$ cat config.mk
export PLATFORM = sky130hd
export DESIGN_NAME = pdsb_sideband
export DESIGN_NICKNAME = d
export VERILOG_FILES = /design/src/rtl/pdsb_sideband.v /design/src/rtl/pdsb_status_shift.v
export VERILOG_INCLUDE_DIRS = /design/src /design/src/inc
export SDC_FILE = /design/constraint.sdc
export NUM_CORES = 1
export LEC_CHECK = 0
export ABC_AREA = 1
export BUFFER_PORTS_ARGS = -buffer_cell sky130_fd_sc_hd__buf_2
export CORE_MARGIN = 3
export CORE_UTILIZATION = 52
export CTS_BUF_LIST = sky130_fd_sc_hd__clkbuf_16
export CTS_CLUSTER_DIAMETER = 200
export DETAILED_ROUTE_END_ITERATION = 6
export HOLD_SLACK_MARGIN = 0.02
export PLACE_DENSITY = 0.85
export SLEW_MARGIN = 15
export SYNTH_ARGS = -nofsm -noshare
export SYNTH_HDL_FRONTEND = slang
export SYNTH_SLANG_ARGS = --single-unit
$ cat constraint.sdc
create_clock -name clk -period 1.7 [get_ports clk]
set_clock_uncertainty 0.1 [all_clocks]
set_input_delay 0.17 -clock clk [delete_from_list [all_inputs] [get_ports clk]]
set_output_delay 0.17 -clock clk [all_outputs]
set_load 0.1 [all_outputs]
$ cat src/inc/pdsb_map.vh
`ifndef PDSB_MAP_VH
`define PDSB_MAP_VH
// ----------------------------------------
// target address and timing
// ----------------------------------------
`define PDSB_I2C_ADDR        7'h38
`define PDSB_RST_HOLD_NS     100000
`define PDSB_CLK_PERIOD_NS   10
`define PDSB_RST_HOLD_CYC \
  ((`PDSB_RST_HOLD_NS + `PDSB_CLK_PERIOD_NS - 1) / `PDSB_CLK_PERIOD_NS)
// ----------------------------------------
// power object values, 10 mV and 10 mA units
// ----------------------------------------
`define PDSB_MV_5V           10'h1F4
`define PDSB_MV_9V           10'h384
`define PDSB_MV_15V          10'h5DC
`define PDSB_MV_20V          10'h7D0
`define PDSB_MA_1P5A         10'h096
`define PDSB_MA_3A           10'h12C
`define PDSB_MA_5A           10'h1F4
// ----------------------------------------
// status byte field positions
// ----------------------------------------
`define PDSB_ST_ATTACHED     0
`define PDSB_ST_FLIP         1
`define PDSB_ST_USB3         2
`define PDSB_ST_VIDEO        3
`define PDSB_ST_HOST_MUX     4
`define PDSB_ST_CFG_DONE     5
`define PDSB_ST_RST_OFF      6
`endif

$ cat src/rtl/pdsb_sideband.v
// Operation
// RL1 - three mux outputs follow orientation, usb3 and video selection.
// RL2 - the outside mux is strapped so only these outputs pick its routing.
// RL3 - once the connection is known an interrupt is raised to the host.
// RL4 - the host answers the interrupt by reading status over i2c.
// RL5 - the secondary target i2c port answers to 7-bit address 0x38.
// RL6 - the flash is used by one party at a time, device first, host after.
// RL7 - the host is held in reset until configuration load finishes.
// RL8 - output zero is only the host reset and carries no other event.
// RL9 - outside logic ands the reset with the host 3.3 V rail good.
// RL10 - reset releases no sooner than 100 us after the host rail is up.
// RL11 - the embedded controller may hold release until system boot is done.
// RL12 - the video notebook profile offers one source object of 5 V 1.5 A.
// RL13 - the fast host profile offers one source object of 5 V 3 A.
// RL14 - sink objects are 5, 9, 15 and 20 V at 3 A, 5 A max at 20 V.
// RL15 - video runs as source facing with pin sets c, d, e; usb is host.
// RL16 - when the host muxes lanes itself the outside mux is not driven.
// RL17 - the host reset is active low from power on until config is done.
`include "pdsb_map.vh"
module pdsb_sideband #(
  parameter RST_HOLD_CYC = `PDSB_RST_HOLD_CYC
) (
  input  wire        clk,
  input  wire        rst_b,
  input  wire        attached,
  input  wire        plug_flip,
  input  wire        usb3_req,
  input  wire        video_req,
  input  wire [1:0]  video_pin_set,
  input  wire        host_does_mux,
  input  wire        fast_host_profile,
  input  wire        cfg_done,
  input  wire        host_ctrl_3v3_rail,
  input  wire        boot_gate_en,
  input  wire        system_booted,
  input  wire        int_ack,
  input  wire        scl_in,
  input  wire        sda_in,
  output reg         sda_out,
  output reg         sda_oe,
  output reg         flash_own_device,
  output reg         flash_own_host,
  output reg         host_ctrl_reset_line_b,
  output reg         mux_flip,
  output reg         mux_usb3_select,
  output reg         mux_video_select,
  output reg         host_int_b,
  output reg         video_source_facing_port,
  output reg         usb_host_role,
  output reg  [19:0] src_pdo,
  output reg  [79:0] snk_pdo
);
  localparam S_IDLE = 5'h01;
  localparam S_ADDR = 5'h02;
  localparam S_AACK = 5'h04;
  localparam S_DATA = 5'h08;
  localparam S_DACK = 5'h10;
  localparam CW = 24;
  localparam [CW-1:0] HOLD = RST_HOLD_CYC[CW-1:0];
  // ----------------------------------------
  // reset hold and flash ownership
  // ----------------------------------------
  reg [CW-1:0] hold_reg;
  wire hold_ok = (hold_reg >= HOLD);
  wire release_ok = cfg_done && hold_ok && (!boot_gate_en || system_booted);
  // counts only while rail good; drop restarts the wait
  always @(posedge clk or negedge rst_b) begin
    if (!rst_b) begin
      hold_reg <= {CW{1'b0}};
    end else if (!host_ctrl_3v3_rail) begin
      hold_reg <= {CW{1'b0}}; // see RL10
    end else if (!hold_ok) begin
      hold_reg <= hold_reg + 1'b1;
    end
  end
  // device owns flash and keeps host in reset until load done
  always @(posedge clk or negedge rst_b) begin
    if (!rst_b) begin
      host_ctrl_reset_line_b <= 1'b0; // see RL17
      flash_own_device       <= 1'b1;
      flash_own_host         <= 1'b0;
    end else begin
      host_ctrl_reset_line_b <= release_ok; // see RL7, RL8, RL11
      flash_own_device       <= !cfg_done; // see RL6
      flash_own_host         <= release_ok && !flash_own_device; // see RL6
    end
  end
  // ----------------------------------------
  // mux events, roles, power objects
  // ----------------------------------------
  wire drive_mux = attached && !host_does_mux;
  always @(posedge clk or negedge rst_b) begin
    if (!rst_b) begin
      mux_flip                 <= 1'b0;
      mux_usb3_select          <= 1'b0;
      mux_video_select         <= 1'b0;
      video_source_facing_port <= 1'b0;
      usb_host_role            <= 1'b0;
      src_pdo                  <= 20'h00000;
      snk_pdo                  <= 80'h0;
    end else begin
      mux_flip         <= drive_mux && plug_flip; // see RL1, RL16
      mux_usb3_select  <= drive_mux && usb3_req; // see RL1, RL16
      mux_video_select <= drive_mux && video_req; // see RL1, RL16
      // pin sets c, d, e coded 1..3; 0 is not offered
      video_source_facing_port <= attached && video_req &&
                                  (video_pin_set != 2'h0); // see RL15
      usb_host_role    <= attached && usb3_req; // see RL15
      // voltage high, current low in each 20-bit object
      src_pdo <= fast_host_profile ?
                 {`PDSB_MV_5V, `PDSB_MA_3A} : // see RL13
                 {`PDSB_MV_5V, `PDSB_MA_1P5A}; // see RL12
      snk_pdo <= {`PDSB_MV_20V, `PDSB_MA_5A, `PDSB_MV_15V, `PDSB_MA_3A,
                  `PDSB_MV_9V, `PDSB_MA_3A, `PDSB_MV_5V, `PDSB_MA_3A}; // see RL14
    end
  end
  // ----------------------------------------
  // interrupt on connection change
  // ----------------------------------------
  reg       rd_done; // pulsed by the i2c target below
  reg [3:0] conn_reg;
  wire [3:0] conn_now = {attached, plug_flip, usb3_req, video_req};
  wire conn_chg = (conn_now != conn_reg);
  always @(posedge clk or negedge rst_b) begin
    if (!rst_b) begin
      conn_reg   <= 4'h0;
      host_int_b <= 1'b1;
    end else begin
      conn_reg <= conn_now;
      // new change wins over acknowledge or status read
      if (conn_chg) begin
        host_int_b <= 1'b0; // see RL3
      end else if (int_ack || rd_done) begin
        host_int_b <= 1'b1; // see RL4
      end
    end
  end
  // ----------------------------------------
  // i2c target, read of status byte only
  // ----------------------------------------
  reg scl_d_reg;
  reg sda_d_reg;
  reg [4:0] st_reg;
  reg [3:0] bit_reg;
  reg [7:0] sr_reg;
  reg       rw_reg;
  wire scl_rise = scl_in && !scl_d_reg;
  wire scl_fall = !scl_in && scl_d_reg;
  wire start_c  = scl_in && scl_d_reg && sda_d_reg && !sda_in;
  wire stop_c   = scl_in && scl_d_reg && !sda_d_reg && sda_in;
  wire [7:0] status_byte = {1'b0, host_ctrl_reset_line_b, cfg_done,
                            host_does_mux, video_req, usb3_req,
                            plug_flip, attached};
  // load at the address match so the first bit is ready at the ack fall;
  // reload when the master acks for another byte
  wire tx_load  = ((st_reg == S_ADDR) && scl_fall && (bit_reg == 4'h8) &&
                   (sr_reg[7:1] == `PDSB_I2C_ADDR) && sr_reg[0]) ||
                  ((st_reg == S_DACK) && scl_rise && !sda_in);
  wire tx_shift = ((st_reg == S_AACK) || (st_reg == S_DATA)) && scl_fall;
  wire tx_bit;
  pdsb_status_shift #(.W(8)) u_shift (
    .clk       (clk),
    .rst_b     (rst_b),
    .load      (tx_load),
    .load_data (status_byte),
    .shift     (tx_shift),
    .bit_out   (tx_bit)
  );
  always @(posedge clk or negedge rst_b) begin
    if (!rst_b) begin
      scl_d_reg <= 1'b1;
      sda_d_reg <= 1'b1;
      st_reg    <= S_IDLE;
      bit_reg   <= 4'h0;
      sr_reg    <= 8'h00;
      rw_reg    <= 1'b0;
      rd_done   <= 1'b0;
      sda_out   <= 1'b0;
      sda_oe    <= 1'b0;
    end else begin
      scl_d_reg <= scl_in;
      sda_d_reg <= sda_in;
      rd_done   <= 1'b0;
      sda_out   <= 1'b0;
      if (start_c) begin
        st_reg  <= S_ADDR;
        bit_reg <= 4'h0;
        sda_oe  <= 1'b0;
      end else if (stop_c) begin
        st_reg <= S_IDLE;
        sda_oe <= 1'b0;
      end else begin
        case (st_reg)
          S_IDLE: sda_oe <= 1'b0;
          S_ADDR: begin
            if (scl_rise) begin
              sr_reg  <= {sr_reg[6:0], sda_in};
              bit_reg <= bit_reg + 1'b1;
            end
            if (scl_fall && bit_reg == 4'h8) begin
              if (sr_reg[7:1] == `PDSB_I2C_ADDR) begin // see RL5
                rw_reg <= sr_reg[0];
                sda_oe <= 1'b1;
                st_reg <= S_AACK;
              end else begin
                st_reg <= S_IDLE;
              end
            end
          end
          S_AACK: begin
            if (scl_fall) begin
              bit_reg <= 4'h0;
              sda_oe  <= rw_reg && !tx_bit;
              // a write has only its address acked, then its data bytes are nacked and ignored
              st_reg  <= rw_reg ? S_DATA : S_IDLE;
            end
          end
          S_DATA: begin
            if (scl_rise) begin
              bit_reg <= bit_reg + 1'b1;
            end
            if (scl_fall) begin
              sda_oe <= (bit_reg != 4'h8) && !tx_bit;
              if (bit_reg == 4'h8) begin
                st_reg <= S_DACK;
              end
            end
          end
          S_DACK: begin
            if (scl_rise) begin
              rd_done <= 1'b1; // see RL4
              bit_reg <= 4'h0;
              st_reg  <= sda_in ? S_IDLE : S_DATA;
            end
          end
          default: st_reg <= S_IDLE;
        endcase
      end
    end
  end
endmodule // pdsb_sideband

$ cat src/rtl/pdsb_status_shift.v
// ----------------------------------------
// status byte shifter for i2c reads
// ----------------------------------------
module pdsb_status_shift #(
  parameter W = 8
) (
  input  wire         clk,
  input  wire         rst_b,
  input  wire         load,
  input  wire [W-1:0] load_data,
  input  wire         shift,
  output reg          bit_out
);
  reg [W-1:0] sh_reg;
  // msb first, load wins over shift
  always @(posedge clk or negedge rst_b) begin
    if (!rst_b) begin
      sh_reg  <= {W{1'b0}};
      bit_out <= 1'b0;
    end else if (load) begin
      sh_reg  <= {load_data[W-2:0], 1'b0};
      bit_out <= load_data[W-1];
    end else if (shift) begin
      sh_reg  <= {sh_reg[W-2:0], 1'b0};
      bit_out <= sh_reg[W-1];
    end
  end
endmodule // pdsb_status_shift

==> metrics, run 1 <==
status finished, final reports clean; number of remaining DRC errors 0; Yosys reg bits 70; commonest non-fill, non-tap cell in the layout nand2_1; Worst EP required 1.82 ns; Ys Warns 0; post-route cell area 0.00501 sq mm; fillers ~610; Crit path top cell by count nor2_2; initial antenna violation count 0; CTS H-Tree Depth 3; footprint of the multi-input gates roughly 0.0018 sq mm; clock sinks 70; Crit-path slowest cell dlygate4sd3_1; Initial Utilization 54.3%; layout cells sized above 1 around 29%; Critical Path Start Type input pin; power per cell area 1100 mW/mm^2; Final min period 1.70 ns; CTS tree done; hold slack 0.0319 ns; HP Class in -> reg; largest net degree at the start of global routing 71; Critical path buffers and inverters 3; vias per cell 4.79; period utilisation layout 99.7%; DR pass1 iterations 4; IO Pins 128; area post-placement 0.00422 sq mm; per-cell routed wire length 13.1 um; Arr. time, crit path 1.81 ns; Final Hold Fails 0; Max Clock Freq slightly below 600 MHz; P_leak about 0.0026 uW; commonest cells after routing, fill and taps aside nand2_1 (107), dfrtp_1 (63), inv_1 (53); DR iter-0 viols 195; ANT cells 0; Post-Synthesis Cells 535; Mean Syn Cell Area 7.93 sq um; worst-path maximum fanout 8; sequential share of the synthesized area 41.5%; first-pass GRT wire length 13.8 mm; clock root buffer clkbuf_16; Layout Nets around 620; final worst setup slack 0.00497 ns; Worst VDD drop around 0.00062 V; Cell Chain, Critical Path dlygate4sd3_1, buf_2, inv_2, nand4_4, nand2_1, nor2_2, nor2_2, nand3_4, nand2_2, o21ai_1; GPL Wtd Cong 0.948; CTS max path bufs 2; Final HPWL DP ~6 mm; Reg clk slew, reported paths about 0.060 ns; slowest stage delay, CP 0.53 ns; RSZ-0062 raised after global routing yes; die width 96.3 um; total grt overflow 0; Antenna Nets Post-Route 0; post-synth cell types 34; Post-Place Worst Slack -0.00970 ns; Synth-to-Final Area Change 18.1%; Port Buffers between 70 and 80; Skew-Pair Late Insertion Delay 0.33 ns; vias in the first global route 3,059; CP endpoint kind register; Worst Setup Path Type in -> reg; Rows 32; total CTS buffers 9; Slew Limit Fails 0; max FFs per register 24; via count 3,378; final WL 9.24 mm; max cap viols 0; overall routing resource usage between 10% and 20%; # setup viols final 0; chip height 96.3 um; Die Area 0.00927 sq mm; Mapped Area 0.00424 sq mm; delay-heaviest family, CP buffers and inverters; Sequential Area 0.00176 sq mm; Placeable Area 0.00781 sq mm
[worst reg2reg max path, cell delays in order, from the launching register on]
cell	delay, ns
dfstp_2	0.56
buf_4	0.12
nand4_4	0.12
nand2_1	0.15
nor2_2	0.06
nor2_2	0.15
nand3_4	0.14
nand2_2	0.10
o21ai_1	0.06
[worst paths after layout]
check,cells after the start,from,to,slack [ns]
min,3,video_pin_set[1],video_source_facing_port,0.03
max reg2reg,8,scl_d_reg,bit_reg[1],0.03
max in group asynchronous,3,rst_b,flash_own_device,0.87
min in group asynchronous,3,rst_b,st_reg[1],0.29
min reg2reg,2,hold_reg[19],hold_reg[19],0.37
max,10,sda_in,bit_reg[1],0.005
[synth_stat cells (all sizes together)]
master / n / area (sq um)
clkbuf: 1 / 3.75
conb: 2 / 7.51
nor4: 1 / 6.26
or2: 3 / 18.8
nor2: 48 / 213
ha: 4 / 50.1
nand4: 18 / 119
dfstp: 5 / 131
nand3: 44 / 245
xor2: 3 / 26.3
o21bai: 2 / 15.0
nor3: 10 / 55.1
o21ai: 34 / 170
nand2: 118 / 460
a21oi: 5 / 25.0
o2111ai: 1 / 8.76
buf: 102 / 762
xnor2: 1 / 8.76
inv: 62 / 235
mux2: 2 / 22.5
dfrtp: 65 / 1630
nand3b: 4 / 30.0
[through the flow]
stage / TNS (ns) / cells / power [uW] / utilization, %
after floorplan: 0 / 583 / 3320 / -
after global placement: 0 / 664 / 3320 / 54.0
after detailed placement: -0.00970 / 664 / 3350 / 54.0
after CTS: -1.37 / 693 / 5440 / 60.0
after global routing: -0.720 / 705 / 5720 / 64.1
final: 0 / 705 / 5520 / 64.1
[layer usage]
layer,global-route usage [%],part of all wire (%)
met1,22.7,40
met2,32.6,53
met3,4.53,4.7
met4,8.88,2.7
met5,0,0
[power by group]
group | internal, uW | total [uW] | switching [uW]
Clock | 1310 | 2050 | 746
Sequential | 1760 | 1840 | 79.1
Combinational | 258 | 1620 | 1370
[cell families (layout without fill, tap and decap cells)]
family          after synthesis  in the layout  share of synthesized area [%]
compound gates               42             42                           5.16
xor+xnor                      4              4                          0.826
fa+ha+maj                     4              4                           1.18
buf+inv                     165            185                           23.6
flops                        70             70                           41.5
mux                           2              2                          0.531
other cells                   2             50                          0.177
simple gates                246            246                           27.1
[final cells by class]
type                    instances  area share [%]
well taps                     102            2.55
clock inverters                 7            2.10
flip-flops and latches         70            35.2
repair buffers                107            15.5
clock buffers                   9            4.50
multi-input cells             348            35.5
inverters                      62            4.70
[what timing repair did]
item                                    4_1_cts  5_1_grt
buffers inserted                              2       12
endpoints found under the setup margin       49       69
hold endpoints to repair                     83        0
pin swaps                                     1       16
hold buffers                                 11        0
gates resized for setup                       3      114
No activity file was read; power rests on OpenSTA's default activity.
==> run 2, diff against run 1 <==
RECOVER_POWER = 50   (was default)
==> metrics, run 2 (synthesized netlist as in run 1, its figures left out) <==
fillers 617; worst reg2reg path endpoint bit_reg[1]; Worst Tran Pin Value 0.928 ns; Worst Setup Path Type in -> reg; clock sinks 70; hold depth 3; CTS tree done; Worst EP required around 1.8 ns; number of remaining DRC errors 0; period utilisation layout about 100%; DR pass1 iterations 4; total CTS buffers 9; CTS H-Tree Depth 3; slowest stage delay, CP 0.53 ns; final WL around 9.3 mm; setup slack, reg-to-reg 0.03 ns; Critical Path Start Type input pin; Crit path top cell by count nor2_2; Skew-Pair Late Insertion Delay 0.34 ns; via count 3,392; max FFs per register 24; r2r startpoint scl_d_reg; Psw 2190 uW; Reg2Reg Depth 8; Port Buffers 78; Cell Chain, Critical Path dlygate4sd3_1, buf_2, inv_2, nand4_4, nand2_1, nor2_2, nor2_2, nand3_4, nand2_2, o21ai_1; first-pass GRT wire length 13.8 mm; overall routing resource usage 19.1%; power per cell area 1110 mW/mm^2; Post-Place Worst Slack -0.00970 ns; Antenna Nets Post-Route 0; # setup viols final 0; final worst setup slack 0.00505 ns; vias per cell around 4.8; Max Clock Freq 590 MHz; Combinational Power Share a little under 30%; Initial Utilization 54.3%; initial antenna violation count 0; chip height approximately 96 um; layout cells sized above 1 between 20% and 30%; DR iter-0 viols 182; Worst VDD drop 0.000624 V; P_leak 0.00260 uW; post-route cell area 0.00499 sq mm; per-cell routed wire length approximately 13 um; vias in the first global route 3,059; Final Hold Fails 0; Rows 32; HP Class in -> reg; Clk network pwr share 37.2%; Slew Limit Fails 0; RSZ-0062 raised after global routing yes; Final HPWL DP 6.01 mm; Reg clk slew, reported paths about 0.06 ns; Die Area 0.00927 sq mm; CP endpoint kind register; total grt overflow 0; Arr. time, crit path 1.81 ns; IO Pins 128; ANT cells 0; Synth-to-Final Area Change 17.6%; max cap viols 0; Placeable Area 0.00781 sq mm; die width 96.3 um; area post-placement 0.00422 sq mm; hold path start video_pin_set[1]; CTS max path bufs 2; largest net degree at the start of global routing 71; GPL Wtd Cong 0.948; clock root buffer clkbuf_16; Max-slew headroom about two fifths; commonest non-fill, non-tap cell in the layout nand2_1; switching share of power 39.7%; Layout Nets just over 600; Min-Delay Endpoint video_source_facing_port; Tot Pwr 5510 uW; Crit-path slowest cell dlygate4sd3_1; P_int 3320 uW; commonest cells after routing, fill and taps aside nand2_1 (107), dfrtp_1 (63), inv_1 (53); Final min period 1.69 ns; status finished, final reports clean; worst-path maximum fanout 8; power share of the sequential group 33.4%
-- run 2: layout make-up --
| cell class | instances | area (sq um) | share of cell area (%) |
|---|---|---|---|
| flip-flops and latches | 70 | 1760 | 35.3 |
| repair buffers | 107 | 754 | 15.1 |
| well taps | 102 | 128 | 2.56 |
| clock buffers | 9 | 225 | 4.52 |
| multi-input cells | 348 | 1780 | 35.6 |
| inverters | 62 | 235 | 4.72 |
| clock inverters | 7 | 105 | 2.11 |
-- run 2: power by group through the flow --
stage | sequential (uW) | combinational, uW | clock, uW
floorplan | 1940 | 1370 | 0
global placement | 1850 | 1470 | 0
detailed placement | 1860 | 1490 | 0
CTS | 1840 | 1520 | 2080
global route | 1850 | 1700 | 2160
finish | 1840 | 1620 | 2050
-- run 2: how the worst max path moves through the flow --
stage	from	end	depth (start not counted)
detailed placement	st_reg[1]	u_shift.sh_reg[3]	8
finish	sda_in	bit_reg[1]	10
CTS	src_pdo[12]	snk_pdo[12]	1
floorplan	src_pdo[7]	src_pdo[4]	1
global route	sda_in	bit_reg[1]	10
global placement	st_reg[1]	u_shift.sh_reg[2]	8
-- run 2: layer usage --
metal  wire, um  GRT usage [%]  share of wire (%)  up-vias
li1           -              -                  -     1676
met1       3650           22.7                 39     1592
met2       4930           32.6                 53       98
met3        446           4.53                4.8       26
met4        247           8.88                2.7        0
met5          0              0                  0        -
-- run 2: what timing repair did --
item | in CTS | in global routing
buffers inserted | 2 | 12
endpoints found under the setup margin | 49 | 69
gates resized for setup | 3 | 114
hold buffers | 11 | 0
hold endpoints to repair | 83 | 0
pin swaps | 1 | 16
-- run 2: critical path: cells and delay by family --
kind	cells	cell delay, ns
buf+inv	3	0.82
compound gates	1	0.06
simple gates	6	0.75
-- run 2: per-stage QoR --
stage                     hold slack, ns  cells  TNS (ns)  util, %
final                             0.0313    705         0     63.9
after global routing              0.0339    705    -0.720     63.9
after CTS                         0.0234    693     -1.37     60.0
after detailed placement           0.125    664  -0.00970     54.0
after global placement             0.120    664         0     54.0
after floorplan                   -0.226    583         0        -
